==> config.mk <==
export PLATFORM = sky130hd
export DESIGN_NAME = isp_i2c_port
export DESIGN_NICKNAME = d
export VERILOG_FILES = /design/src/isp_pkg.sv /design/src/isp_i2c_port.sv
export SDC_FILE = /design/constraint.sdc
export NUM_CORES = 1
export LEC_CHECK = 0
export ABC_AREA = 0
export ABC_CLOCK_PERIOD_IN_PS = 5300
export BUFFER_PORTS_ARGS = -buffer_cell sky130_fd_sc_hd__clkbuf_2
export CORE_UTILIZATION = 55
export CTS_BUF_LIST = sky130_fd_sc_hd__clkbuf_16
export DETAILED_ROUTE_END_ITERATION = 8
export GPL_ROUTABILITY_DRIVEN = 1
export PLACE_DENSITY = 0.79
export SYNTH_ARGS = -nofsm -noshare
export SYNTH_HDL_FRONTEND = slang
export SYNTH_SLANG_ARGS = --single-unit
==> constraint.sdc <==
create_clock -name clk -period 5.3 [get_ports clk]
set_input_delay 0.795 -clock clk [delete_from_list [all_inputs] [get_ports clk]]
set_output_delay 0.795 -clock clk [all_outputs]
set_load 0.01 [all_outputs]
==> src/isp_pkg.sv <==
// isp_pkg: register map, field layouts, mode codes and decode helpers of the i2c slave port
// assumes an apb master with 32-bit data and byte addresses, and one 50 mhz system clock
package isp_pkg;
	localparam int AW = 8;
	// register byte addresses
	localparam logic [AW-1:0] OFF_CTL = 8'h00;
	localparam logic [AW-1:0] OFF_BUF = 8'h04;
	localparam logic [AW-1:0] OFF_ADR = 8'h08;
	localparam logic [AW-1:0] OFF_STAT = 8'h0c;
	localparam logic [AW-1:0] OFF_IST = 8'h10;
	localparam logic [AW-1:0] OFF_IMSK = 8'h14;
	localparam logic [AW-1:0] OFF_PIN = 8'h18;
	// mode_select codes
	localparam logic [3:0] MODE_SLV7 = 4'h6;
	localparam logic [3:0] MODE_SLV10 = 4'h7;
	localparam logic [3:0] MODE_MASK = 4'h9;
	localparam logic [3:0] MODE_FWM = 4'hb;
	localparam logic [3:0] MODE_SLV7SS = 4'he;
	localparam logic [3:0] MODE_SLV10SS = 4'hf;
	// reset values
	localparam logic [7:0] CTL_RST = 8'h00;
	localparam logic [7:0] ADR_RST = 8'h00;
	localparam logic [7:0] MSK_RST = 8'hff;
	localparam logic [1:0] PIN_RST = 2'h0;
	// address and bit counting
	localparam logic [4:0] HDR10 = 5'h1e;
	localparam logic [7:0] ADR7_BITS = 8'hfe;
	localparam logic [7:0] IDLE_BYTE = 8'hff;
	localparam logic [3:0] FIRST_BIT = 4'h0;
	localparam logic [3:0] LAST_BIT = 4'h7;
	localparam logic [3:0] ACK_BIT = 4'h8;
	localparam logic [3:0] PRE_BIT = 4'hf; // between a start and its scl fall
	// interrupt status bits
	localparam int IRQ_W = 3;
	localparam int IRQ_BYTE = 0;
	localparam int IRQ_START = 1;
	localparam int IRQ_STOP = 2;

	typedef struct packed {
		logic write_collision_flag;
		logic receive_overflow_flag;
		logic port_enable;
		logic clock_hold_release;
		logic [3:0] mode_select;
	} isp_ctl_t;

	typedef struct packed {
		logic stop_seen;
		logic start_seen;
		logic read_req;
		logic data_byte;
		logic address_update_needed;
		logic buffer_full;
	} isp_stat_t;

	typedef enum logic [4:0] {
		ST_IDLE = 5'h01,
		ST_ADDR = 5'h02,
		ST_ADDR2 = 5'h04,
		ST_RX = 5'h08,
		ST_TX = 5'h10
	} isp_phase_t;

	typedef struct packed {
		isp_ctl_t ctl;
		logic [7:0] shift_buffer;
		logic [7:0] slave_address_reg;
		logic [7:0] address_mask_reg;
		logic [7:0] shreg;
		logic [3:0] bitcnt;
		isp_phase_t phase;
		isp_stat_t stat;
		logic update_pend;
		logic ack_drv;
		logic master_nack;
		logic hold;
		logic hi_match;
		logic [IRQ_W-1:0] irq_status;
		logic [IRQ_W-1:0] irq_mask;
		logic [1:0] pin_low;
		logic [1:0] scl_s;
		logic [1:0] sda_s;
		logic scl_d;
		logic sda_d;
		logic apb_done;
		logic [31:0] prdata;
	} isp_state_t;

	localparam isp_state_t ISP_RST = '{ctl: isp_ctl_t'(CTL_RST), slave_address_reg: ADR_RST,
		address_mask_reg: MSK_RST, shreg: IDLE_BYTE, phase: ST_IDLE, pin_low: PIN_RST,
		scl_s: 2'h3, sda_s: 2'h3, scl_d: 1'h1, sda_d: 1'h1, default: '0};

	function automatic logic isp_is_slave(input logic [3:0] m);
		return m == MODE_SLV7 || m == MODE_SLV10 || m == MODE_SLV7SS || m == MODE_SLV10SS;
	endfunction : isp_is_slave

	function automatic logic isp_is_10bit(input logic [3:0] m);
		return m == MODE_SLV10 || m == MODE_SLV10SS;
	endfunction : isp_is_10bit

	function automatic logic isp_ss_irq(input logic [3:0] m);
		return m == MODE_FWM || m == MODE_SLV7SS || m == MODE_SLV10SS;
	endfunction : isp_ss_irq

	function automatic logic isp_match(input logic [7:0] b, input logic [7:0] a, input logic [7:0] m);
		return ((b ^ a) & m) == 8'h00;
	endfunction : isp_match

	function automatic logic isp_mapped(input logic [AW-1:0] a);
		return a == OFF_CTL || a == OFF_BUF || a == OFF_ADR || a == OFF_STAT
			|| a == OFF_IST || a == OFF_IMSK || a == OFF_PIN;
	endfunction : isp_mapped
endpackage : isp_pkg

==> src/isp_i2c_port.sv <==
// isp_i2c_port: i2c slave serial port with clock hold, apb registers and interrupt
// assumes open-drain scl/sda resolved outside; pins are asynchronous and synchronised here
//
// Overview of operation
// - with clock hold active, pull scl low only after scl was sampled low
// - keep scl low until hold released by software and the bus lets scl rise
// - keep receiving in sleep; wake on address match or byte if enabled
// - writing the buffer during transmission sets write collision flag until cleared
// - byte arriving while buffer still full sets receive overflow flag
// - receive overflow flag clears only by software writing zero
// - port enable hands sda and scl to the port, honouring pin drive settings
// - port disable stops the port and returns pins to plain pin control
// - clock hold release one frees scl, zero stretches scl low
// - mode 0111 is slave with 10-bit address matching
// - mode 1001 redirects slave address register accesses to the mask register
// - mode 1011 idles slave logic, start and stop detection remain
// - hardware clearing clock hold release stretches scl until software sets it
// - 10-bit address bytes stretch scl until address written, flagging update needed
//
// The address map and the APB interface to the registers were decided locally.
`timescale 1ns/100ps
module isp_i2c_port (
	input wire logic clk,
	input wire logic rst_b,
	input wire logic [isp_pkg::AW-1:0] paddr,
	input wire logic psel,
	input wire logic penable,
	input wire logic pwrite,
	input wire logic [31:0] pwdata,
	output logic [31:0] prdata,
	output logic pready,
	output logic pslverr,
	input wire logic scl_in,
	output logic scl_out,
	output logic scl_oe,
	input wire logic sda_in,
	output logic sda_out,
	output logic sda_oe,
	input wire logic sleep,
	output logic irq,
	output logic wake
);
	isp_pkg::isp_state_t r;
	isp_pkg::isp_state_t next_r;
	logic scl;
	logic sda;
	logic scl_rise;
	logic scl_fall;
	logic start_cond;
	logic stop_cond;
	logic slave_on;
	logic ten;
	logic ss_irq;
	logic mask_sel;
	logic apb_access;
	logic wr_go;
	logic rd_go;
	logic tx_busy;
	logic sda_slave;
	logic [7:0] rd_byte;

	// accept a received byte, or flag overflow and withhold the ack
	function automatic isp_pkg::isp_state_t isp_take(input isp_pkg::isp_state_t v,
		input isp_pkg::isp_state_t old);
		isp_pkg::isp_state_t t;
		t = v;
		if (old.stat.buffer_full) begin
			t.ctl.receive_overflow_flag = 1'b1;
		end else begin
			t.shift_buffer = old.shreg;
			t.stat.buffer_full = 1'b1;
			t.ack_drv = 1'b1;
		end
		return t;
	endfunction : isp_take

	// bus levels after two-flop synchronisers, edges against the previous sample
	assign scl = r.scl_s[1];
	assign sda = r.sda_s[1];
	assign scl_rise = scl & ~r.scl_d;
	assign scl_fall = ~scl & r.scl_d;
	assign start_cond = scl & r.scl_d & r.sda_d & ~sda;
	assign stop_cond = scl & r.scl_d & ~r.sda_d & sda;

	// mode decode
	assign slave_on = r.ctl.port_enable & isp_pkg::isp_is_slave(r.ctl.mode_select);
	assign ten = isp_pkg::isp_is_10bit(r.ctl.mode_select);
	assign ss_irq = isp_pkg::isp_ss_irq(r.ctl.mode_select);
	assign mask_sel = r.ctl.mode_select == isp_pkg::MODE_MASK;

	// apb: two-cycle access phase, effects land on the pready edge
	assign apb_access = psel & penable;
	assign wr_go = apb_access & pwrite & r.apb_done;
	assign rd_go = apb_access & ~pwrite & r.apb_done;
	assign pready = r.apb_done;
	assign pslverr = r.apb_done & ~isp_pkg::isp_mapped(paddr);
	assign prdata = r.prdata;

	// transmitting means released clock with data bits still to go
	assign tx_busy = r.phase == isp_pkg::ST_TX && r.ctl.clock_hold_release && r.bitcnt <= isp_pkg::LAST_BIT;
	assign sda_slave = r.ack_drv | (r.phase == isp_pkg::ST_TX && r.bitcnt <= isp_pkg::LAST_BIT && ~r.shreg[7]);

	// open drain: outputs only ever pull low
	assign scl_out = 1'b0;
	assign sda_out = 1'b0;
	assign scl_oe = r.pin_low[0] | (r.ctl.port_enable & r.hold);
	assign sda_oe = r.pin_low[1] | (r.ctl.port_enable & sda_slave);

	// no clock gating in sleep, so the bus logic keeps running
	assign irq = |(r.irq_status & r.irq_mask);
	assign wake = sleep & irq;

	// read mux
	always_comb begin
		if (paddr == isp_pkg::OFF_CTL) begin
			rd_byte = r.ctl;
		end else if (paddr == isp_pkg::OFF_BUF) begin
			rd_byte = r.shift_buffer;
		end else if (paddr == isp_pkg::OFF_ADR) begin
			rd_byte = mask_sel ? r.address_mask_reg : r.slave_address_reg;
		end else if (paddr == isp_pkg::OFF_STAT) begin
			rd_byte = {scl, sda, r.stat};
		end else if (paddr == isp_pkg::OFF_IST) begin
			rd_byte = {{(8 - isp_pkg::IRQ_W){1'b0}}, r.irq_status};
		end else if (paddr == isp_pkg::OFF_IMSK) begin
			rd_byte = {{(8 - isp_pkg::IRQ_W){1'b0}}, r.irq_mask};
		end else if (paddr == isp_pkg::OFF_PIN) begin
			rd_byte = {6'h00, r.pin_low};
		end else begin
			rd_byte = 8'h00;
		end
	end

	// next state: software first, hardware events after so a hardware update beats a software write
	always_comb begin
		next_r = r;
		next_r.scl_s = {r.scl_s[0], scl_in};
		next_r.sda_s = {r.sda_s[0], sda_in};
		next_r.scl_d = scl;
		next_r.sda_d = sda;
		next_r.apb_done = apb_access & ~r.apb_done;
		if (apb_access & ~r.apb_done) begin
			next_r.prdata = {24'h000000, rd_byte};
		end

		// register writes
		if (wr_go) begin
			if (paddr == isp_pkg::OFF_CTL) begin
				next_r.ctl = isp_pkg::isp_ctl_t'(pwdata[7:0]);
			end else if (paddr == isp_pkg::OFF_BUF) begin
				if (tx_busy) begin
					next_r.ctl.write_collision_flag = 1'b1;
				end else begin
					next_r.shift_buffer = pwdata[7:0];
					if (r.phase == isp_pkg::ST_TX && r.bitcnt == isp_pkg::FIRST_BIT) begin
						next_r.shreg = pwdata[7:0];
						next_r.stat.buffer_full = 1'b1;
					end
				end
			end else if (paddr == isp_pkg::OFF_ADR) begin
				if (mask_sel) begin
					next_r.address_mask_reg = pwdata[7:0];
				end else begin
					next_r.slave_address_reg = pwdata[7:0];
					next_r.stat.address_update_needed = 1'b0;
				end
			end else if (paddr == isp_pkg::OFF_IST) begin
				next_r.irq_status = r.irq_status & ~pwdata[isp_pkg::IRQ_W-1:0];
			end else if (paddr == isp_pkg::OFF_IMSK) begin
				next_r.irq_mask = pwdata[isp_pkg::IRQ_W-1:0];
			end else if (paddr == isp_pkg::OFF_PIN) begin
				next_r.pin_low = pwdata[1:0];
			end
		end
		if (rd_go && paddr == isp_pkg::OFF_BUF) begin
			next_r.stat.buffer_full = 1'b0;
		end

		// bus conditions and byte sequencing
		if (!r.ctl.port_enable) begin
			next_r.phase = isp_pkg::ST_IDLE;
			next_r.bitcnt = isp_pkg::FIRST_BIT;
			next_r.ack_drv = 1'b0;
			next_r.stat.start_seen = 1'b0;
			next_r.stat.stop_seen = 1'b0;
			next_r.hi_match = 1'b0;
			next_r.update_pend = 1'b0;
		end else if (start_cond) begin
			next_r.stat.start_seen = 1'b1;
			next_r.stat.stop_seen = 1'b0;
			if (ss_irq) begin
				next_r.irq_status[isp_pkg::IRQ_START] = 1'b1;
			end
			next_r.phase = slave_on ? isp_pkg::ST_ADDR : isp_pkg::ST_IDLE;
			next_r.bitcnt = isp_pkg::PRE_BIT;
			next_r.ack_drv = 1'b0;
		end else if (stop_cond) begin
			next_r.stat.stop_seen = 1'b1;
			next_r.stat.start_seen = 1'b0;
			if (ss_irq) begin
				next_r.irq_status[isp_pkg::IRQ_STOP] = 1'b1;
			end
			next_r.phase = isp_pkg::ST_IDLE;
			next_r.bitcnt = isp_pkg::FIRST_BIT;
			next_r.ack_drv = 1'b0;
			next_r.hi_match = 1'b0;
		end else if (slave_on && r.phase != isp_pkg::ST_IDLE) begin
			// sample on rising scl: data bits in, or the master's ack after a sent byte
			if (scl_rise) begin
				if (r.bitcnt == isp_pkg::ACK_BIT) begin
					next_r.master_nack = sda;
				end else if (r.phase != isp_pkg::ST_TX) begin
					next_r.shreg = {r.shreg[6:0], sda};
				end
			end
			// falling scl advances the bit count
			if (scl_fall) begin
				if (r.bitcnt == isp_pkg::PRE_BIT) begin
					// the fall closing a start carries no bit, else the address would be one short
					next_r.bitcnt = isp_pkg::FIRST_BIT;
				end else if (r.bitcnt < isp_pkg::LAST_BIT) begin
					next_r.bitcnt = r.bitcnt + 4'h1;
					if (r.phase == isp_pkg::ST_TX) begin
						next_r.shreg = {r.shreg[6:0], 1'b1};
					end
				end else if (r.bitcnt == isp_pkg::LAST_BIT) begin
					// eighth falling edge: decide the ack
					next_r.bitcnt = isp_pkg::ACK_BIT;
					case (r.phase)
						isp_pkg::ST_ADDR: begin
							next_r.stat.data_byte = 1'b0;
							next_r.stat.read_req = r.shreg[0];
							if (!isp_pkg::isp_match(r.shreg, r.slave_address_reg,
								r.address_mask_reg & isp_pkg::ADR7_BITS)
								|| (ten && r.shreg[7:3] != isp_pkg::HDR10)) begin
								next_r.phase = isp_pkg::ST_IDLE;
							end else if (r.shreg[0]) begin
								// a 10-bit read needs the full address matched earlier
								if (ten && !r.hi_match) begin
									next_r.phase = isp_pkg::ST_IDLE;
								end else begin
									next_r.phase = isp_pkg::ST_TX;
									next_r.ack_drv = 1'b1;
								end
							end else begin
								next_r = isp_take(next_r, r);
								next_r.phase = ten ? isp_pkg::ST_ADDR2 : isp_pkg::ST_RX;
								next_r.update_pend = ten;
							end
						end
						isp_pkg::ST_ADDR2: begin
							if (isp_pkg::isp_match(r.shreg, r.slave_address_reg, r.address_mask_reg)) begin
								next_r = isp_take(next_r, r);
								next_r.phase = isp_pkg::ST_RX;
								next_r.update_pend = 1'b1;
								next_r.hi_match = 1'b1;
							end else begin
								next_r.phase = isp_pkg::ST_IDLE;
							end
						end
						isp_pkg::ST_RX: begin
							next_r = isp_take(next_r, r);
							next_r.stat.data_byte = 1'b1;
						end
						isp_pkg::ST_TX: begin
							next_r.stat.buffer_full = 1'b0;
							next_r.stat.data_byte = 1'b1;
						end
						default: begin
						end
					endcase
				end else begin
					// ninth falling edge: end of byte, raise the interrupt for a sent or acked byte
					next_r.bitcnt = isp_pkg::FIRST_BIT;
					next_r.ack_drv = 1'b0;
					next_r.update_pend = 1'b0;
					if (r.update_pend) begin
						next_r.stat.address_update_needed = 1'b1;
					end
					if (r.phase == isp_pkg::ST_TX) begin
						next_r.irq_status[isp_pkg::IRQ_BYTE] = 1'b1;
						if (r.master_nack) begin
							next_r.phase = isp_pkg::ST_IDLE;
						end else begin
							next_r.ctl.clock_hold_release = 1'b0;
							next_r.shreg = isp_pkg::IDLE_BYTE;
						end
					end else if (r.ack_drv) begin
						next_r.irq_status[isp_pkg::IRQ_BYTE] = 1'b1;
					end
				end
			end
		end

		// clock stretch: grab scl only once it is already low, let go on release
		if (!r.ctl.port_enable) begin
			next_r.hold = 1'b0;
		end else if ((~r.ctl.clock_hold_release | r.stat.address_update_needed) & ~scl) begin
			next_r.hold = 1'b1;
		end else if (r.ctl.clock_hold_release & ~r.stat.address_update_needed) begin
			next_r.hold = 1'b0;
		end
	end

	// single state register
	always_ff @(posedge clk or negedge rst_b) begin
		if (!rst_b) begin
			r <= isp_pkg::ISP_RST;
		end else begin
			r <= next_r;
		end
	end
endmodule : isp_i2c_port

==> results.toml, run 1 <==
[die]
core-area_mm2 = 0.008848
dieArea_mm2 = 0.009627
rows = 34
die_w_um = 98.12
boundaryPins = 88
start_util_pct = 57.42
die_height_um = 98.12

[final_layout]
regArea_mm2 = 0.002106
nets = 567
fill_cells = 748
final_common_cell = "dfrtp_1"
post_route_cells_drive_above_1_share_pct = 25.10
fin_area_mm2 = 0.005489
syn2layout_area_growth_pct = 8.027
n_antenna_cell = 0
fin_util_pct = 62.03
final_cell_mix = "60 x dfrtp_1, 36 x clkbuf_2, 34 x mux2_2"
multiInputGateArea_mm2 = 0.002673

[sta]
worst_pin_slew_ps = 1026
maxSlewViolCount = 0
period_needed_ps = 3195
skew_ps = 7.805
finalSetupViolCount = 0
grt_setup_unrepaired = "no"
slew_headroom_pct = 31.59
fin_crit_sh_pct = 60.27
hold_violations = 0
max_freq_mhz = 313.0
tns_ps = 0

[clock_tree]
clk_pin_slew_ps = 60
post_cts_resized = 0
root_buffer = "clkbuf_16"
cts_setup_buffers = 0
clock_latency_ps = 350
cts_buffers = 9
cts_buffer_depth = 2
holdBufCountCts = 0
cts_tree = "done"
clkSinkCount = 83
htreeDepth = 3

[placed_design]
dp_hpwl_um = 9563
dpl_cell_area_mm2 = 0.005172
port_buffers = 37
gp_congestion = 0.9701

[outcome]
violations = "DRC"
status = "finished, violations left"

[synthesis]
yosysWarningCount = 0
ys_types = 73
yosysSeqAreaShare_pct = 41.44
ys_ff_latch = 83
synth-edff-count = 0
ys_async_sr_fraction_pct = 100.0
synthCells = 495
synthFlopType = "dfrtp_1"
syn-cell-area_mm2 = 0.005081
syn_avg_cell_area_um2 = 10.26

[grt]
grt_pass1_vias = 3861
overflow = 0
antenna_found_initial = 0
track_usage_pct = 28.90
grt_pass1_wl_um = 21110
grt_max_degree = 84

[critical_path]
cp.arrival_ps = 2400
r2r_cells = 6
crit_path_max_fanout = 7
startpoint_type = "flip-flop"
cp-end-kind = "output pin"
required_ps = 4510
crit_type = "flip-flop to output pin"

[drt]
drt-wirelength-per-cell_um = 20.97
first_pass_iters = 7
via_per_inst = 6.532
routed_wl_um = 13210
dr.first_iter.drc_count = 388
drc = 11
ant_nets = 0
num_vias = 4115

[power]
seqPwrFrac_pct = 46.3
power.clock.fraction_pct = 48.6
combPwrFrac_pct = 5.1
swShare_pct = 23.18
p_int_mw = 1.072
ir_worst_vdd_v = 0.0001995
switching_power_mw = 0.3235
power_density_mw_per_mm2 = 254.3
leakagePower_nw = 2.576

[worst_hold_path]
min_path_type = "flip-flop to flip-flop"
worstHoldPathCells = 0

[run]
cap_viol_max_count = 0
cell usage after synthesis, drive strengths merged, types with 12 or more instances:
master	number	area share (%)
nor3	16	1.6
mux2	35	7.8
buf	42	5.9
dfstp	23	12
a21oi	16	1.6
nand3	12	1.5
nor2	22	1.6
o22ai	12	1.5
a22o	14	2.4
inv	17	1.3
nand2	32	2.4
mux2i	22	4.3
dfrtp	60	30
o21ai	23	2.3
sequential cells by signal, indices dropped and copies added (netlist names), named ones only:
name / cells
r: 73
pready: 1
prdata: 8
critical path, stage by stage, from the launching register on:
cell	delay (ps)
dfrtp_1	450
nor4_1	620
nand2_1	360
o31ai_1	290
a21o_1	190
clkbuf_2	140
through the flow:
step | cells | setup slack [ps] | hold WS [ps] | power (mW)
final | 630 | 2105 | 356.9 | 1.396
after global routing | 630 | 1899 | 364.3 | 1.435
after CTS | 630 | 2161 | 357.2 | 1.397
after detailed placement | 614 | 2382 | 348.8 | 0.7286
after global placement | 614 | 2390 | 345.8 | 0.7263
after floorplan | 520 | 2718 | 345.2 | 0.7060
power by group through the flow:
stage / sequential (mW) / combinational [mW] / clock [mW]
global placement: 0.657 / 0.0697 / 0
detailed placement: 0.657 / 0.0715 / 0
finish: 0.646 / 0.0717 / 0.678
global route: 0.647 / 0.0798 / 0.709
CTS: 0.646 / 0.0717 / 0.680
floorplan: 0.655 / 0.0508 / 0
kinds of logic (layout without fill, tap and decap cells):
logic type | count (synthesis) | after routing | share of synthesized area, %
buffers and inverters | 69 | 71 | 7.929
adders and majority gates | 2 | 2 | 0.4924
other | 1 | 26 | 0.07380
muxes | 62 | 62 | 14.38
and+or+nand+nor | 146 | 146 | 17.04
AOI/OAI and AO/OA | 122 | 122 | 16.92
xor gates and xnor gates | 10 | 10 | 1.724
DFF | 83 | 83 | 41.44
metal layers:
layer	share of wire, %	track usage (%)	wire length (µm)
met1	43	40.04	5691
met2	46	43.82	6081
met3	7.4	6.084	982
met4	3.4	12.82	452
met5	0	0	0
cell type report:
type	instances	share of cell area (%)
Inverter	17	1.163
Multi-Input combinational cell	368	48.69
Tap cell	108	2.462
Clock buffer	9	4.103
Sequential cell	83	38.36
Timing Repair Buffer	38	3.556
Clock inverter	7	1.664
final timing paths:
path,from,endpoint,slack (ps)
max,r[61]$_DFFE_PN0P_,sda_oe,2110
min,r[35]$_DFF_PN1_,r[36]$_DFF_PN1_,360
max reg2reg,r[69]$_DFF_PN1_,r[93]$_DFF_PN0_,2510
min reg2reg,r[35]$_DFF_PN1_,r[36]$_DFF_PN1_,360
max in group asynchronous,rst_b,r[92]$_DFF_PN0_,4020
min in group asynchronous,rst_b,r[53]$_DFF_PN0_,630
Note: power is estimated with default switching activity, not from simulation.
==> run 2: changes to the inputs <==
Settings changed: ABC_CLOCK_PERIOD_IN_PS 5300 to 3300.
Clock period 5.3 ns to 3.3 ns, I/O delays scaled along.
==> results.toml, run 2 (same netlist as run 1, synthesis figures left out) <==
[clock_tree]
root_buffer = "clkbuf_16"
clkSinkCount = 83
cts_buffers = 9
clk_pin_slew_ps = 60
cts_buffer_depth = 2
post_cts_resized = 0
cts_setup_buffers = 0
htreeDepth = 3
holdBufCountCts = 0
cts_tree = "done"
clock_latency_ps = 350

[critical_path]
reg2reg_slack_ps = 610
slowest_stage = "nor4_1"
r2r_cells = 6
cp.arrival_ps = 2430
rr_startpoint = "r[61]$_DFFE_PN0P_"
startpoint_type = "flip-flop"
required_ps = 2800
timing.rr.end = "r[73]$_DFF_PN1_"
endpoint = "sda_oe"
crit_type = "flip-flop to output pin"
cp-end-kind = "output pin"
critPathLaunch = "r[61]$_DFFE_PN0P_"
path_cells = "nor4_1 > nand2_1 > o31ai_1 > a21o_1 > clkbuf_2"
crit_path_max_incr_delay_ps = 640
crit_path_max_fanout = 7

[grt]
overflow = 0
track_usage_pct = 28.90
grt_pass1_vias = 3883
grt_max_degree = 84
grt_pass1_wl_um = 21010
antenna_found_initial = 0

[die]
core-area_mm2 = 0.008848
die_height_um = 98.12
die_w_um = 98.12
start_util_pct = 57.42
dieArea_mm2 = 0.009627
rows = 34
boundaryPins = 88

[sta]
slew_headroom_pct = 32.35
maxSlewViolCount = 0
finalSetupViolCount = 0
max_freq_mhz = 341.7
tns_ps = 0
skew_ps = 10.05
fin_ws_ps = 373.3
fin_crit_sh_pct = 88.69
period_needed_ps = 2927
worst_pin_slew_ps = 1015
hold_violations = 0
grt_setup_unrepaired = "no"

[drt]
drc = 7
via_per_inst = 6.423
ant_nets = 0
dr.first_iter.drc_count = 301
first_pass_iters = 9
num_vias = 4085
routed_wl_um = 13020
drt-wirelength-per-cell_um = 20.47

[power]
power.clock.fraction_pct = 45.1
power_density_mw_per_mm2 = 382.4
combPwrFrac_pct = 5.5
swShare_pct = 24.97
switching_power_mw = 0.5247
leakagePower_nw = 2.587
seqPwrFrac_pct = 49.4
p_int_mw = 1.577
ir_worst_vdd_v = 0.0002574

[placed_design]
port_buffers = 37
dpl_cell_area_mm2 = 0.005218
dp_hpwl_um = 9564
gp_congestion = 0.9293
post-place-ws_ps = 639.6

[final_layout]
largest_reg_flops = 73
regMostFlops = "r"
multiInputGateArea_mm2 = 0.002673
fin_area_mm2 = 0.005495
final_common_cell = "dfrtp_1"
n_antenna_cell = 0
regArea_mm2 = 0.002106
fill_cells = 722
fin_util_pct = 62.10
post_route_cells_drive_above_1_share_pct = 26.33
nets = 573
final_cell_mix = "60 x dfrtp_1, 36 x clkbuf_2, 34 x mux2_2"
syn2layout_area_growth_pct = 8.151

[outcome]
violations = "DRC"
status = "finished, violations left"

[run]
cap_viol_max_count = 0

[worst_hold_path]
min_path_type = "input pin to flip-flop"
==> run 2: layer usage <==
metal	vias to the layer above	track usage, %	wire, µm
met5	-	0	0
met1	2027	39.17	5613
li1	1855	-	-
met4	0	13.05	412
met3	32	6.084	930
met2	171	44.75	6062
==> run 2: final cells by class <==
| class | count | share of cell area [%] |
|---|---|---|
| inverter | 17 | 1.161 |
| sequential | 83 | 38.32 |
| clock inverter | 7 | 0.9563 |
| timing repair buffer | 44 | 4.372 |
| tap | 108 | 2.459 |
| multi-input combinational | 368 | 48.63 |
| clock buffer | 9 | 4.098 |
==> run 2: worst min path at each step <==
stage	to	cells after the start	startpoint
global placement	r[36]$_DFF_PN1_	0	r[35]$_DFF_PN1_
global route	r[37]$_DFF_PN1_	1	scl_in
finish	r[37]$_DFF_PN1_	1	scl_in
detailed placement	r[36]$_DFF_PN1_	0	r[35]$_DFF_PN1_
floorplan	async pin	0	rst_b
CTS	r[37]$_DFF_PN1_	1	scl_in
==> run 2: critical path: cells and delay by family, from the launching register on <==
family	cells	cell delay, ps
buf+inv	1	140
flops	1	460
simple gates	2	1000
compound gates	2	480
==> run 2: power by group through the flow <==
stage,logic (mW),clock network [mW],registers (mW)
2_1_floorplan,0.0816,0,1.05
3_3_place_gp,0.114,0,1.05
3_5_place_dp,0.116,0,1.06
4_1_cts,0.117,0.966,1.04
5_1_grt,0.130,1.02,1.04
6_report,0.117,0.947,1.04
==> run 2: stage by stage <==
stage	hold slack, ps	std cells	total power [mW]
after floorplan	199.4	520	1.134
after global placement	345.7	620	1.168
after detailed placement	348.5	620	1.171
after CTS	218.8	636	2.120
after global routing	222.3	636	2.184
final	227.1	636	2.101
